==> config.mk <==
export PLATFORM = sky130hd
export DESIGN_NAME = cciu_top
export DESIGN_NICKNAME = d
export VERILOG_FILES = /design/src/verilog/cciu_pkg.sv /design/src/verilog/cciu_delay_chain.sv /design/src/verilog/cciu_top.sv
export SDC_FILE = /design/constraint.sdc
export NUM_CORES = 2
export LEC_CHECK = 0
export BUFFER_PORTS_ARGS = -buffer_cell sky130_fd_sc_hd__buf_2
export CAP_MARGIN = 20
export CORE_AREA = 5 5 175 345
export CTS_CLUSTER_SIZE = 12
export DETAILED_ROUTE_END_ITERATION = 8
export DIE_AREA = 0 0 180 350
export GPL_TIMING_DRIVEN = 1
export PLACE_DENSITY = 0.67
export SKIP_CTS_REPAIR_TIMING = 1
export SLEW_MARGIN = 20
export SYNTH_ARGS = -nofsm -noshare
export SYNTH_HDL_FRONTEND = slang
export SYNTH_SLANG_ARGS = --single-unit
export TNS_END_PERCENT = 20
==> constraint.sdc <==
create_clock -name sys_clk_in -period 9.95 [get_ports sys_clk_in]
set_clock_uncertainty 0.15 [all_clocks]
set_input_delay 1.99 -clock sys_clk_in [delete_from_list [all_inputs] [get_ports sys_clk_in]]
set_output_delay 1.99 -clock sys_clk_in [all_outputs]
set_load 0.05 [all_outputs]
==> src/verilog/cciu_pkg.sv <==
// shared constants, types and decode function of the combined custom instruction unit
package cciu_pkg;

  localparam int DATA_W  = 32;
  localparam int SEL_W   = 8;
  localparam int NUM_FN  = 4;
  localparam int NUM_FIX = 3;

  // selector codes carried with each instruction
  localparam logic [7:0] SEL_ADD = 8'h00;
  localparam logic [7:0] SEL_MUL = 8'h01;
  localparam logic [7:0] SEL_ROT = 8'h02;
  localparam logic [7:0] SEL_POP = 8'h03;

  // cycle counts of the fixed latency functions, indexed like the selector codes
  localparam int LAT_ADD = 1;
  localparam int LAT_MUL = 3;
  localparam int LAT_ROT = 2;

  // register byte offsets on the apb side
  localparam logic [11:0] REG_CTRL   = 12'h000;
  localparam logic [11:0] REG_STATUS = 12'h004;
  localparam logic [11:0] REG_COUNT  = 12'h008;
  localparam logic [11:0] REG_ID     = 12'h00C;

  // reset values and field positions
  localparam logic [3:0]  CTRL_RST       = 4'hF;
  localparam int          ST_BUSY_BIT    = 0;
  localparam int          ST_UNASG_BIT   = 1;
  localparam int          ST_SEL_LSB     = 8;
  localparam logic [31:0] ID_VALUE       = 32'h0C1A_0001; // arbitrary value

  // request from the processor and answer back to it
  typedef struct packed {
    logic              start;
    logic [SEL_W-1:0]  sel;
    logic [DATA_W-1:0] dataa;
    logic [DATA_W-1:0] datab;
  } cciu_req_t;

  typedef struct packed {
    logic              done;
    logic [DATA_W-1:0] result;
  } cciu_rsp_t;

  typedef enum logic [1:0] {
    ST_IDLE = 2'b00,
    ST_RUN  = 2'b01
  } cciu_state_t;

  // one-hot decode of a selector value; all zero for an unassigned code
  function automatic logic [NUM_FN-1:0] cciu_sel_dec(input logic [SEL_W-1:0] sel);
    logic [NUM_FN-1:0] hot;
    hot = 4'h0;
    if (sel < 8'(NUM_FN)) begin
      hot[sel[1:0]] = 1'b1;
    end
    return hot;
  endfunction

endpackage

==> src/verilog/cciu_delay_chain.sv <==
// shift chain that delays a start pulse by a fixed number of cycles
`timescale 1ns/1ps
module cciu_delay_chain #(
  parameter int DEPTH = 1
) (
  input  wire logic sys_clk_in,
  input  wire logic rst_in,
  input  wire logic pulse_in,
  output logic      pulse_out
);

  logic [DEPTH-1:0] chain_r;

  // refuse a chain that cannot hold a pulse
  if (DEPTH < 1) begin : g_bad_depth
    $error("cciu_delay_chain: DEPTH must be at least 1");
  end

  // shift the pulse one stage per clock; a single stage has no lower slice to shift
  if (DEPTH == 1) begin : g_single
    always_ff @(posedge sys_clk_in) begin
      if (rst_in) begin
        chain_r <= '0;
      end else begin
        chain_r[0] <= pulse_in;
      end
    end
  end else if (DEPTH > 1) begin : g_multi
    always_ff @(posedge sys_clk_in) begin
      if (rst_in) begin
        chain_r <= '0;
      end else begin
        chain_r <= {chain_r[DEPTH-2:0], pulse_in};
      end
    end
  end

  assign pulse_out = chain_r[DEPTH-1];

endmodule // cciu_delay_chain

==> src/verilog/cciu_top.sv <==
// combined custom instruction unit: merged functions, done sequencing, apb registers
//
// Contract
// - each instruction brings at most two operands and yields exactly one result.
// - clock, reset, selector and status signals support the multicycle functions.
// - the result feeds the processor's alu output multiplexer as a 32-bit word.
// - selector bits choose the function and an internal multiplexer drives the result.
// - the internal output multiplexer is registered to keep it off the critical path.
// - every merged function shows the same done handshake to the processor.
// - each function is either fixed latency or signals completion with its own done bit.
// - a fixed latency function gets its done bit from a start delay chain of its cycle count.
// - the single done output is the or of all function done bits; the unit also raises it for an unassigned or disabled selector.
// - the unit attaches to the alu through one slave port taking operands, giving a result.
//
// The APB interface to the registers and the register addresses were left to the implementer.
`timescale 1ns/1ps
module cciu_top #(
  parameter int          DATA_W = cciu_pkg::DATA_W,
  parameter logic [31:0] ID_VAL = cciu_pkg::ID_VALUE // arbitrary value
) (
  input  wire logic                sys_clk_in,
  input  wire logic                rst_in,
  input  wire cciu_pkg::cciu_req_t ci_req_in,
  output cciu_pkg::cciu_rsp_t      ci_rsp_out,
  input  wire logic                psel_in,
  input  wire logic                penable_in,
  input  wire logic                pwrite_in,
  input  wire logic [11:0]         paddr_in,
  input  wire logic [31:0]         pwdata_in,
  output logic [31:0]              prdata_out,
  output logic                     pready_out,
  output logic                     pslverr_out
);

  // the datapath is fixed to the packed request width
  if (DATA_W != cciu_pkg::DATA_W) begin : g_bad_width
    $error("cciu_top: DATA_W must equal the package data width");
  end

  localparam int NFN = cciu_pkg::NUM_FN;
  localparam int LAT [cciu_pkg::NUM_FIX] = '{cciu_pkg::LAT_ADD, cciu_pkg::LAT_MUL,
                                             cciu_pkg::LAT_ROT};

  ////////////////////////////////////////////////////////////////////////////////
  // declarations

  logic [3:0]            fn_en_r;
  logic [DATA_W-1:0]     op_a_r;
  logic [DATA_W-1:0]     op_b_r;
  logic [NFN-1:0]        fn_hot;
  logic                  start_ok;
  logic                  start_bad;
  logic [NFN-1:0]        fn_done;
  logic [DATA_W-1:0]     fn_res [NFN];
  logic [DATA_W-1:0]     res_mux;
  logic                  done_any;
  logic [63:0]           rot_wide;
  logic [DATA_W-1:0]     pop_work_r;
  logic [5:0]            pop_cnt_r;
  logic                  pop_busy_r;
  logic                  pop_done_r;
  cciu_pkg::cciu_state_t state_r;
  cciu_pkg::cciu_state_t state_nxt;
  cciu_pkg::cciu_rsp_t   rsp_r;
  logic [7:0]            last_sel_r;
  logic                  last_unasg_r;
  logic [15:0]           done_cnt_r;
  logic [15:0]           unasg_cnt_r;
  logic [31:0]           prdata_r;
  logic                  pready_r;
  logic                  pslverr_r;
  logic                  apb_setup;
  logic                  apb_write;
  logic                  addr_hit;

  ////////////////////////////////////////////////////////////////////////////////
  // instruction acceptance and operand capture

  // decode the selector against the enabled functions
  assign fn_hot    = cciu_pkg::cciu_sel_dec(ci_req_in.sel) & fn_en_r;
  assign start_ok  = ci_req_in.start && (fn_hot != '0);
  assign start_bad = ci_req_in.start && (fn_hot == '0);

  // latch both operands on the start pulse; they stay while the processor stalls
  always_ff @(posedge sys_clk_in) begin
    if (rst_in) begin
      op_a_r <= '0;
      op_b_r <= '0;
    end else if (ci_req_in.start) begin
      op_a_r <= ci_req_in.dataa;
      op_b_r <= ci_req_in.datab;
    end
  end

  ////////////////////////////////////////////////////////////////////////////////
  // function datapaths

  // rotate left by the low five bits of the second operand
  assign rot_wide = {op_a_r, op_a_r} << op_b_r[4:0];

  // results computed from the latched operands
  always_comb begin
    fn_res[0] = op_a_r + op_b_r;
    fn_res[1] = DATA_W'(op_a_r * op_b_r);
    fn_res[2] = rot_wide[63:32];
    fn_res[3] = {26'h0, pop_cnt_r};
  end

  // fixed latency functions: done bit from a delayed start pulse
  for (genvar i = 0; i < cciu_pkg::NUM_FIX; i++) begin : g_fix
    cciu_delay_chain #(
      .DEPTH (LAT[i])
    ) u_chain (
      .sys_clk_in (sys_clk_in),
      .rst_in     (rst_in),
      .pulse_in   (ci_req_in.start && fn_hot[i]),
      .pulse_out  (fn_done[i])
    );
  end

  // variable latency population count: one set bit cleared per cycle
  always_ff @(posedge sys_clk_in) begin
    if (rst_in) begin
      pop_work_r <= '0;
      pop_cnt_r  <= 6'h00;
      pop_busy_r <= 1'b0;
      pop_done_r <= 1'b0;
    end else if (ci_req_in.start && fn_hot[3]) begin
      pop_work_r <= ci_req_in.dataa;
      pop_cnt_r  <= 6'h00;
      pop_busy_r <= 1'b1;
      pop_done_r <= 1'b0;
    end else if (pop_busy_r) begin
      if (pop_work_r == '0) begin
        pop_busy_r <= 1'b0;
        pop_done_r <= 1'b1;
      end else begin
        pop_work_r <= pop_work_r & (pop_work_r - DATA_W'(1));
        pop_cnt_r  <= pop_cnt_r + 6'h01;
      end
    end else begin
      pop_done_r <= 1'b0;
    end
  end

  assign fn_done[3] = pop_done_r;

  ////////////////////////////////////////////////////////////////////////////////
  // done combining and output multiplexer

  // single done is the or of all function done bits
  assign done_any = |fn_done;

  // select the finishing function's result; only one function runs at a time
  always_comb begin
    res_mux = '0;
    for (int k = 0; k < NFN; k++) begin
      if (fn_done[k]) begin
        res_mux = fn_res[k];
      end
    end
  end

  // registered output stage: done and result leave the unit together
  always_ff @(posedge sys_clk_in) begin
    if (rst_in) begin
      rsp_r <= '0;
    end else if (start_bad) begin
      rsp_r.done   <= 1'b1;
      rsp_r.result <= '0;
    end else if (done_any) begin
      rsp_r.done   <= 1'b1;
      rsp_r.result <= res_mux;
    end else begin
      rsp_r.done   <= 1'b0;
    end
  end

  assign ci_rsp_out = rsp_r;

  ////////////////////////////////////////////////////////////////////////////////
  // run state and status

  // busy from accepted start until the combined done
  always_comb begin
    state_nxt = state_r;
    unique case (state_r)
      cciu_pkg::ST_IDLE: begin
        if (start_ok) begin
          state_nxt = cciu_pkg::ST_RUN;
        end
      end
      cciu_pkg::ST_RUN: begin
        if (done_any) begin
          state_nxt = cciu_pkg::ST_IDLE;
        end
      end
      default: begin
        state_nxt = cciu_pkg::ST_IDLE;
      end
    endcase
  end

  always_ff @(posedge sys_clk_in) begin
    if (rst_in) begin
      state_r <= cciu_pkg::ST_IDLE;
    end else begin
      state_r <= state_nxt;
    end
  end

  // last selector and unassigned flag, captured per instruction
  always_ff @(posedge sys_clk_in) begin
    if (rst_in) begin
      last_sel_r   <= 8'h00;
      last_unasg_r <= 1'b0;
    end else if (ci_req_in.start) begin
      last_sel_r   <= ci_req_in.sel;
      last_unasg_r <= start_bad;
    end
  end

  // completion counters; a write to the count register clears each counter that does not count in that cycle
  always_ff @(posedge sys_clk_in) begin
    if (rst_in) begin
      done_cnt_r  <= 16'h0000;
      unasg_cnt_r <= 16'h0000;
    end else begin
      if (done_any) begin
        done_cnt_r <= done_cnt_r + 16'h0001;
      end else if (apb_write && paddr_in == cciu_pkg::REG_COUNT) begin
        done_cnt_r <= 16'h0000;
      end
      if (start_bad) begin
        unasg_cnt_r <= unasg_cnt_r + 16'h0001;
      end else if (apb_write && paddr_in == cciu_pkg::REG_COUNT) begin
        unasg_cnt_r <= 16'h0000;
      end
    end
  end

  ////////////////////////////////////////////////////////////////////////////////
  // apb slave: one wait-free access phase, all answers registered

  assign apb_setup = psel_in && !penable_in;
  assign apb_write = psel_in && penable_in && pready_r && pwrite_in && !pslverr_r;
  assign addr_hit  = (paddr_in == cciu_pkg::REG_CTRL)  || (paddr_in == cciu_pkg::REG_STATUS) ||
                     (paddr_in == cciu_pkg::REG_COUNT) || (paddr_in == cciu_pkg::REG_ID);

  // prepare ready, error and read data during the setup cycle
  always_ff @(posedge sys_clk_in) begin
    if (rst_in) begin
      pready_r  <= 1'b0;
      pslverr_r <= 1'b0;
      prdata_r  <= 32'h0000_0000;
    end else if (apb_setup) begin
      pready_r  <= 1'b1;
      pslverr_r <= !addr_hit;
      prdata_r  <= 32'h0000_0000;
      if (!pwrite_in) begin
        unique case (paddr_in)
          cciu_pkg::REG_CTRL: begin
            prdata_r <= {28'h0, fn_en_r};
          end
          cciu_pkg::REG_STATUS: begin
            prdata_r[cciu_pkg::ST_BUSY_BIT]                   <= (state_r == cciu_pkg::ST_RUN);
            prdata_r[cciu_pkg::ST_UNASG_BIT]                  <= last_unasg_r;
            prdata_r[cciu_pkg::ST_SEL_LSB +: 8]               <= last_sel_r;
          end
          cciu_pkg::REG_COUNT: begin
            prdata_r <= {unasg_cnt_r, done_cnt_r};
          end
          cciu_pkg::REG_ID: begin
            prdata_r <= ID_VAL;
          end
          default: begin
            prdata_r <= 32'h0000_0000;
          end
        endcase
      end
    end else begin
      pready_r  <= 1'b0;
      pslverr_r <= 1'b0;
    end
  end

  // function enable mask; a disabled function answers as unassigned
  always_ff @(posedge sys_clk_in) begin
    if (rst_in) begin
      fn_en_r <= cciu_pkg::CTRL_RST;
    end else if (apb_write && paddr_in == cciu_pkg::REG_CTRL) begin
      fn_en_r <= pwdata_in[3:0];
    end
  end

  assign prdata_out  = prdata_r;
  assign pready_out  = pready_r;
  assign pslverr_out = pslverr_r;

endmodule // cciu_top

======== Word level (Yosys, flattened, before mapping) ========
Index checks and enable logic that the tools add are counted.
word-level totals
  register bits after elaboration ......... 224
  output and inout bits ................... 67
  word-level logic and storage cells ...... 106
operators by class
  add/subtract/negate cells ............... 5
  multiply operators ...................... 1
  magnitude comparators ................... 3
  eq/ne operators ......................... 7
  shifts and indexed selects .............. 1
  multiplexer cells ....................... 28
  bitwise logic cells ..................... 5
  reduce and logical (&&, ||, !) cells .... 36
operator list
  kind                     number
  $mux W32                 9
  $shl A64 B5 Y64          1
  $mux W16                 3
  $mux W33                 1
  $add A16 B1 Y16 const B  2
  $add A32 B32 Y32         1
  $and A32 B32 Y32         1
  $logic_not A32 Y1        1
  $mul A32 B32 Y32         1
  $pmux W16 S2             1
  $sub A32 B1 Y32 const B  1
  $eq A12 B4 Y1 const B    2
  $pmux W8 S2              1
  $logic_and A1 B1 Y1      14
  $eq A12 B3 Y1 const B    1
  $logic_not A12 Y1        1
  $pmux W6 S2              1
  $lt A8 B3 Y1 const B     1
  $pmux W2 S4              1
  $add A6 B1 Y6 const B    1
  $mux W1                  6
  $ne A2 B2 Y1 const B     3
  $reduce_and A2 Y1        3
  $reduce_bool A2 Y1       3
  other kinds (17)         26

======== Depth between registers and ports, before layout ========
  depth in word-level cells ............... 10
  mapped depth ............................ 29

======== Cells and area by module ========
From an unflattened synthesis, not the netlist that was laid out.
second synthesis, totals
  cell total of the unflattened synthesis .. 3147
  area total of the unflattened synthesis .. 28003.1 sq um
modules (own cells, without submodules)
  module                               times used  cells an instance  area an instance (sq um)
  cciu_top                             1           3135               27837.9
  cciu_delay_chain (g_fix[1].u_chain)  1           6                  78.8
  cciu_delay_chain (g_fix[2].u_chain)  1           4                  52.6
  cciu_delay_chain (g_fix[0].u_chain)  1           2                  33.8

======== Worst setup path before layout ========
Ideal clock, no wire load.
  path kind ............................... register to register
  start ................................... reg op_b_r[2]
  end ..................................... reg rsp_r (netlist bit ci_rsp_out[27])
  setup time .............................. 0.117 ns
  arrival ................................. 7.244 ns
  data required time ...................... 9.683 ns
  slack ................................... 2.439 ns
  stages on the path, launching flop included .. 26
  path buffers ............................ 5
  clock period less this slack ............ 7.511 ns
  path through ............................ dfxtp_1 buf_2 buf_1 buf_2 clkbuf_1 clkbuf_1 and2_1 fa_1 inv_1 fa_1 fa_1 fa_1 inv_1 fa_1 fa_1 fa_1 fa_1 ha_1 a21o_1 a21o_1 a21oi_1 o21ai_0 nor2b_1 xnor2_1 a221o_1 a22o_1
on the way
  cells in the longest elaborated chain, start to end .. 5
  elaborated cells between the ends (all ways) .. 7
  those cells by class .................... add/sub (1); mul (1); shift (1); mux (4)
ends and longest elaborated chain
  element                                                   RTL line         text
  start, declared                                           cciu_top.sv:49   logic [DATA_W-1:0] op_b_r;
  start signal, assigned                                    cciu_top.sv:91   op_b_r <= ci_req_in.datab;
  branches (longest 3 deep; another with $mul A32 B32 Y32)  --
  $mux W32 (*) (2 in a row)                                 cciu_top.sv:158  if (fn_done[k]) begin
  end, declared                                             cciu_top.sv:64   cciu_pkg::cciu_rsp_t rsp_r;
Mark *: on every way between the ends.
A chain may end at the register's enable or synchronous reset.

======== Worst setup path after layout ========
  start ................................... reg op_b_r[9]
  end ..................................... reg rsp_r (netlist bit ci_rsp_out[26])
on the way
  cells in the longest elaborated chain, start to end .. 5
  elaborated cells between the ends (all ways) .. 6
  those cells by class .................... add/sub (1); mul (1); mux (4)
ends and longest elaborated chain
  element                                                   RTL line
  branches (longest 2 deep; another with $mul A32 B32 Y32)  --
  $mux W32 (*) (3 in a row)                                 cciu_top.sv:158
Marks and branches as above.

==> flow_summary_export.csv <==
group,metric,value,unit
outcome,outcome,"complete, no violations",
die,fp.dieW,180,um
die,initial_core_util,0.494,
place,gp_congestion,1.02,
routing,wl_per_cell,24.0,um
worst_hold_path,holdCritPathClass,"reg -> reg",
routing,drc,0,
pwr,p_leak,14.1,nW
cells_and_area,fin_util,0.531,
clock_tree,clock-root-buffer,"clkbuf_16",
clock_tree,cts_max_path_buffers,3,
timing,drv_slew,0,
synthesis,synthXorXnorAreaFrac,0.0341,
pwr,peakVddDrop,0.143,mV
clock_tree,clock_latency,0.56,ns
synthesis,synth_async_sr_flop_share,0,
cells_and_area,drive_gt1_frac,0.106,
global_routing,grt_pass1_vias,25912,
global_routing,grt_max_degree,107,
routing,drtPass1Iterations,7,
routing,wirelength,96.3,mm
critical_path,worstSetupPathType,"reg -> reg",
die,coreArea,0.0572,mm2
clock_tree,cts_max_level,1,
synthesis,synth_top_flop_cell,"dfxtp_1",
critical_path,critPathLaunchType,"register",
cells_and_area,design_area,0.0304,mm2
cells_and_area,nets,3942,
clock_tree,numCtsBuffers,23,
global_routing,antenna_found_initial,4,
timing,period_share,0.826,
timing,setup_tns,0,ns
cells_and_area,syn_to_final_growth,7.57,%
global_routing,overflow,0,
routing,detail-route-antenna-nets,0,
timing,rsz0062_at_grt,"no",
synthesis,synth_edf_count,0,
synthesis,synthAdderAreaFrac,0.359,
critical_path,cp_data_arrival_time,8.48,ns
routing,drt-initial-drc-count,1546,
synthesis,synth_cell_type_count,89,
synthesis,avgSynthCellArea,8.81,um2
cells_and_area,fillers,5296,
timing,fin_crit,8.22,ns
synthesis,ys_ff_latch,223,
pwr,p_per_area,98.2,mW/mm2
critical_path,crit_path_end_kind,"register",
synthesis,synth_cells,3209,
die,fp-row-count,124,
routing,viasPerCell,5.90,
job,max-cap-violations,0,
synthesis,synth_top_family_by_area,"adder cells",
place,place_area,0.0298,mm2
synthesis,synth.yosys.warnings,0,
place,dp_slack,1.88,ns
timing,fmax,0.122,GHz
timing,finalSetupViolations,0,
clock_tree,cts_tree,"yes",
synthesis,synth_seq_area_share,0.158,
synthesis,syn_area,0.0283,mm2
die,io_pins,189,
timing,slew_headroom,0.196,
critical_path,required,10.21,ns
global_routing,grt_pass1_wl,148,mm
clock_tree,clk_pin_slew_worst_paths,0.07,ns
die,fp.dieH,350,um
synthesis,synth-simple-area-share,0.190,
place,dp_hpwl,77.0,mm
timing,tightest_slew,1.20,ns
die,die_area,0.0630,mm2
critical_path,crit_fanout,17,
synthesis,synth_compound_area_frac,0.106,
timing,final-hold-violation-count,0,
synthesis,synthMuxAreaShare,0.0714,
global_routing,track_usage,0.304,
synthesis,syn_nets,3897,
clock_tree,clkSinkCount,223,
cells_and_area,seqCellArea,0.00448,mm2
cells_and_area,multi_input_area,0.0215,mm2
place,port_buffers,160,
routing,vias,23719,
timing,final.setup.worst_slack,1.73,ns
[sequential cells by signal, summed over array words and instances, names as in the netlist]
name                     cells
prdata_out                  32
pready_out                   1
last_unasg_r                 1
pop_done_r                   1
op_a_r                      32
state_r                      1
pslverr_out                  1
g_fix.u_chain.chain_r        5
ci_rsp_out                  33
unasg_cnt_r                 16
done_cnt_r                  16
last_sel_r                   8
fn_en_r                      4
g_fix.u_chain.pulse_out      1
pop_cnt_r                    6
op_b_r                      32
pop_work_r                  32
pop_busy_r                   1
[logic make-up (layout without fill, tap and decap cells)]
| family | Yosys count | in the layout |
|---|---|---|
| AND/OR/NAND/NOR | 1104 | 1104 |
| buffers and inverters | 608 | 657 |
| adder cells (fa/ha/maj) | 566 | 566 |
| AO/OA/AOI/OAI | 439 | 439 |
| flip-flops | 223 | 223 |
| multiplexers | 159 | 159 |
| XOR/XNOR | 110 | 110 |
| other | 0 | 3 |
[Yosys cell counts, drive strengths merged (20+ instances only)]
cell type / instances / area [um2]
o21ai: 78 / 413
nand2: 359 / 1350
xor2: 31 / 272
clkbuf: 179 / 672
buf: 29 / 136
ha: 157 / 1960
dfxtp: 223 / 4460
and2: 307 / 1920
nor2: 237 / 890
inv: 399 / 1500
a22oi: 21 / 158
a21o: 27 / 203
mux4: 32 / 721
nor3: 37 / 190
xnor2: 79 / 692
fa: 409 / 8190
a21oi: 132 / 668
a221oi: 20 / 188
nand3: 48 / 240
mux2: 21 / 236
mux2i: 106 / 1060
[path summary, 6_finish.rpt]
| kind | end | cells after the start | slack, ns | from |
|---|---|---|---|---|
| max | ci_rsp_out[26]$_SDFFE_PP0P_ | 22 | 1.73 | op_b_r[9]$_SDFFE_PP0P_ |
| min | g_fix[2].u_chain.chain_r[1]$_SDFF_PP0_ | 1 | 0.28 | g_fix[2].u_chain.chain_r[0]$_SDFF_PP0_ |
| max reg2reg | ci_rsp_out[26]$_SDFFE_PP0P_ | 22 | 1.73 | op_b_r[9]$_SDFFE_PP0P_ |
| min reg2reg | g_fix[2].u_chain.chain_r[1]$_SDFF_PP0_ | 1 | 0.28 | g_fix[2].u_chain.chain_r[0]$_SDFF_PP0_ |
[per-stage QoR]
step	total power, mW	hold WS [ns]	std cells
3_3_place_gp	2.17	0.275	3985
6_report	2.99	0.284	4017
2_1_floorplan	1.77	0.264	3209
5_1_grt	3.14	0.309	4014
3_5_place_dp	2.18	0.272	3985
4_1_cts	3.00	0.289	4014
[area by class of cell]
| type | count | area share |
|---|---|---|
| clock inverter | 4 | 0.00132 |
| inverter | 400 | 0.0494 |
| tap | 756 | 0.0311 |
| clock buffer | 25 | 0.0198 |
| timing repair buffer | 228 | 0.0434 |
| antenna | 3 | 0.000247 |
| multi-input combinational | 2378 | 0.708 |
| sequential | 223 | 0.147 |
[where the power goes]
group	switching, mW	internal, mW
combinational	0.703	0.479
sequential	0.0887	0.912
clock	0.375	0.431
total	1.17	1.82
[routing by layer]
| metal | up-vias | routed length, um | GRT usage |
|---|---|---|---|
| met5 | - | 28 | 0 |
| met4 | 4 | 11000 | 0.258 |
| met3 | 464 | 5210 | 0.0390 |
| met2 | 1003 | 50300 | 0.573 |
| met1 | 11765 | 29800 | 0.287 |
| li1 | 10483 | - | - |
[worst max-delay path: stages, from the launching register on]
cell      delay (ns)
dfxtp_1         1.01
ha_1            0.45
inv_1           0.14
fa_1            0.38
inv_1           0.08
fa_1            0.43
fa_1            0.51
inv_1           0.05
fa_1            0.48
inv_1           0.06
fa_1            0.49
fa_1            0.60
fa_1            0.44
fa_1            0.46
ha_1            0.36
a21oi_1         0.22
o21bai_1        0.09
a21oi_1         0.24
o21ai_0         0.16
o21bai_1        0.20
and3b_1         0.20
o41ai_1         0.68
a31oi_1         0.18
[placed cells by master, fill, tap and decap left out, types with 19 or more instances in the layout]
cell type  synthesis  final
nand2_1          359    359
dfxtp_1          223    213
inv_1            399    399
nor2_1           237    237
nor3_1            36     35
a22oi_1           21     21
buf_4              0     69
o21ai_1           37     37
buf_2             10    158
nand3_1           48     48
a21oi_1          130    130
and3_1            19     19
ha_1             157    157
xnor2_1           79     79
mux2i_1          106    106
mux4_2            32     32
and2_1           307    307
clkbuf_16          0     23
fa_1             409    409
a21o_1            27     27
xor2_1            31     31
o21ai_0           37     37
No activity file was read; power rests on OpenSTA's default activity.
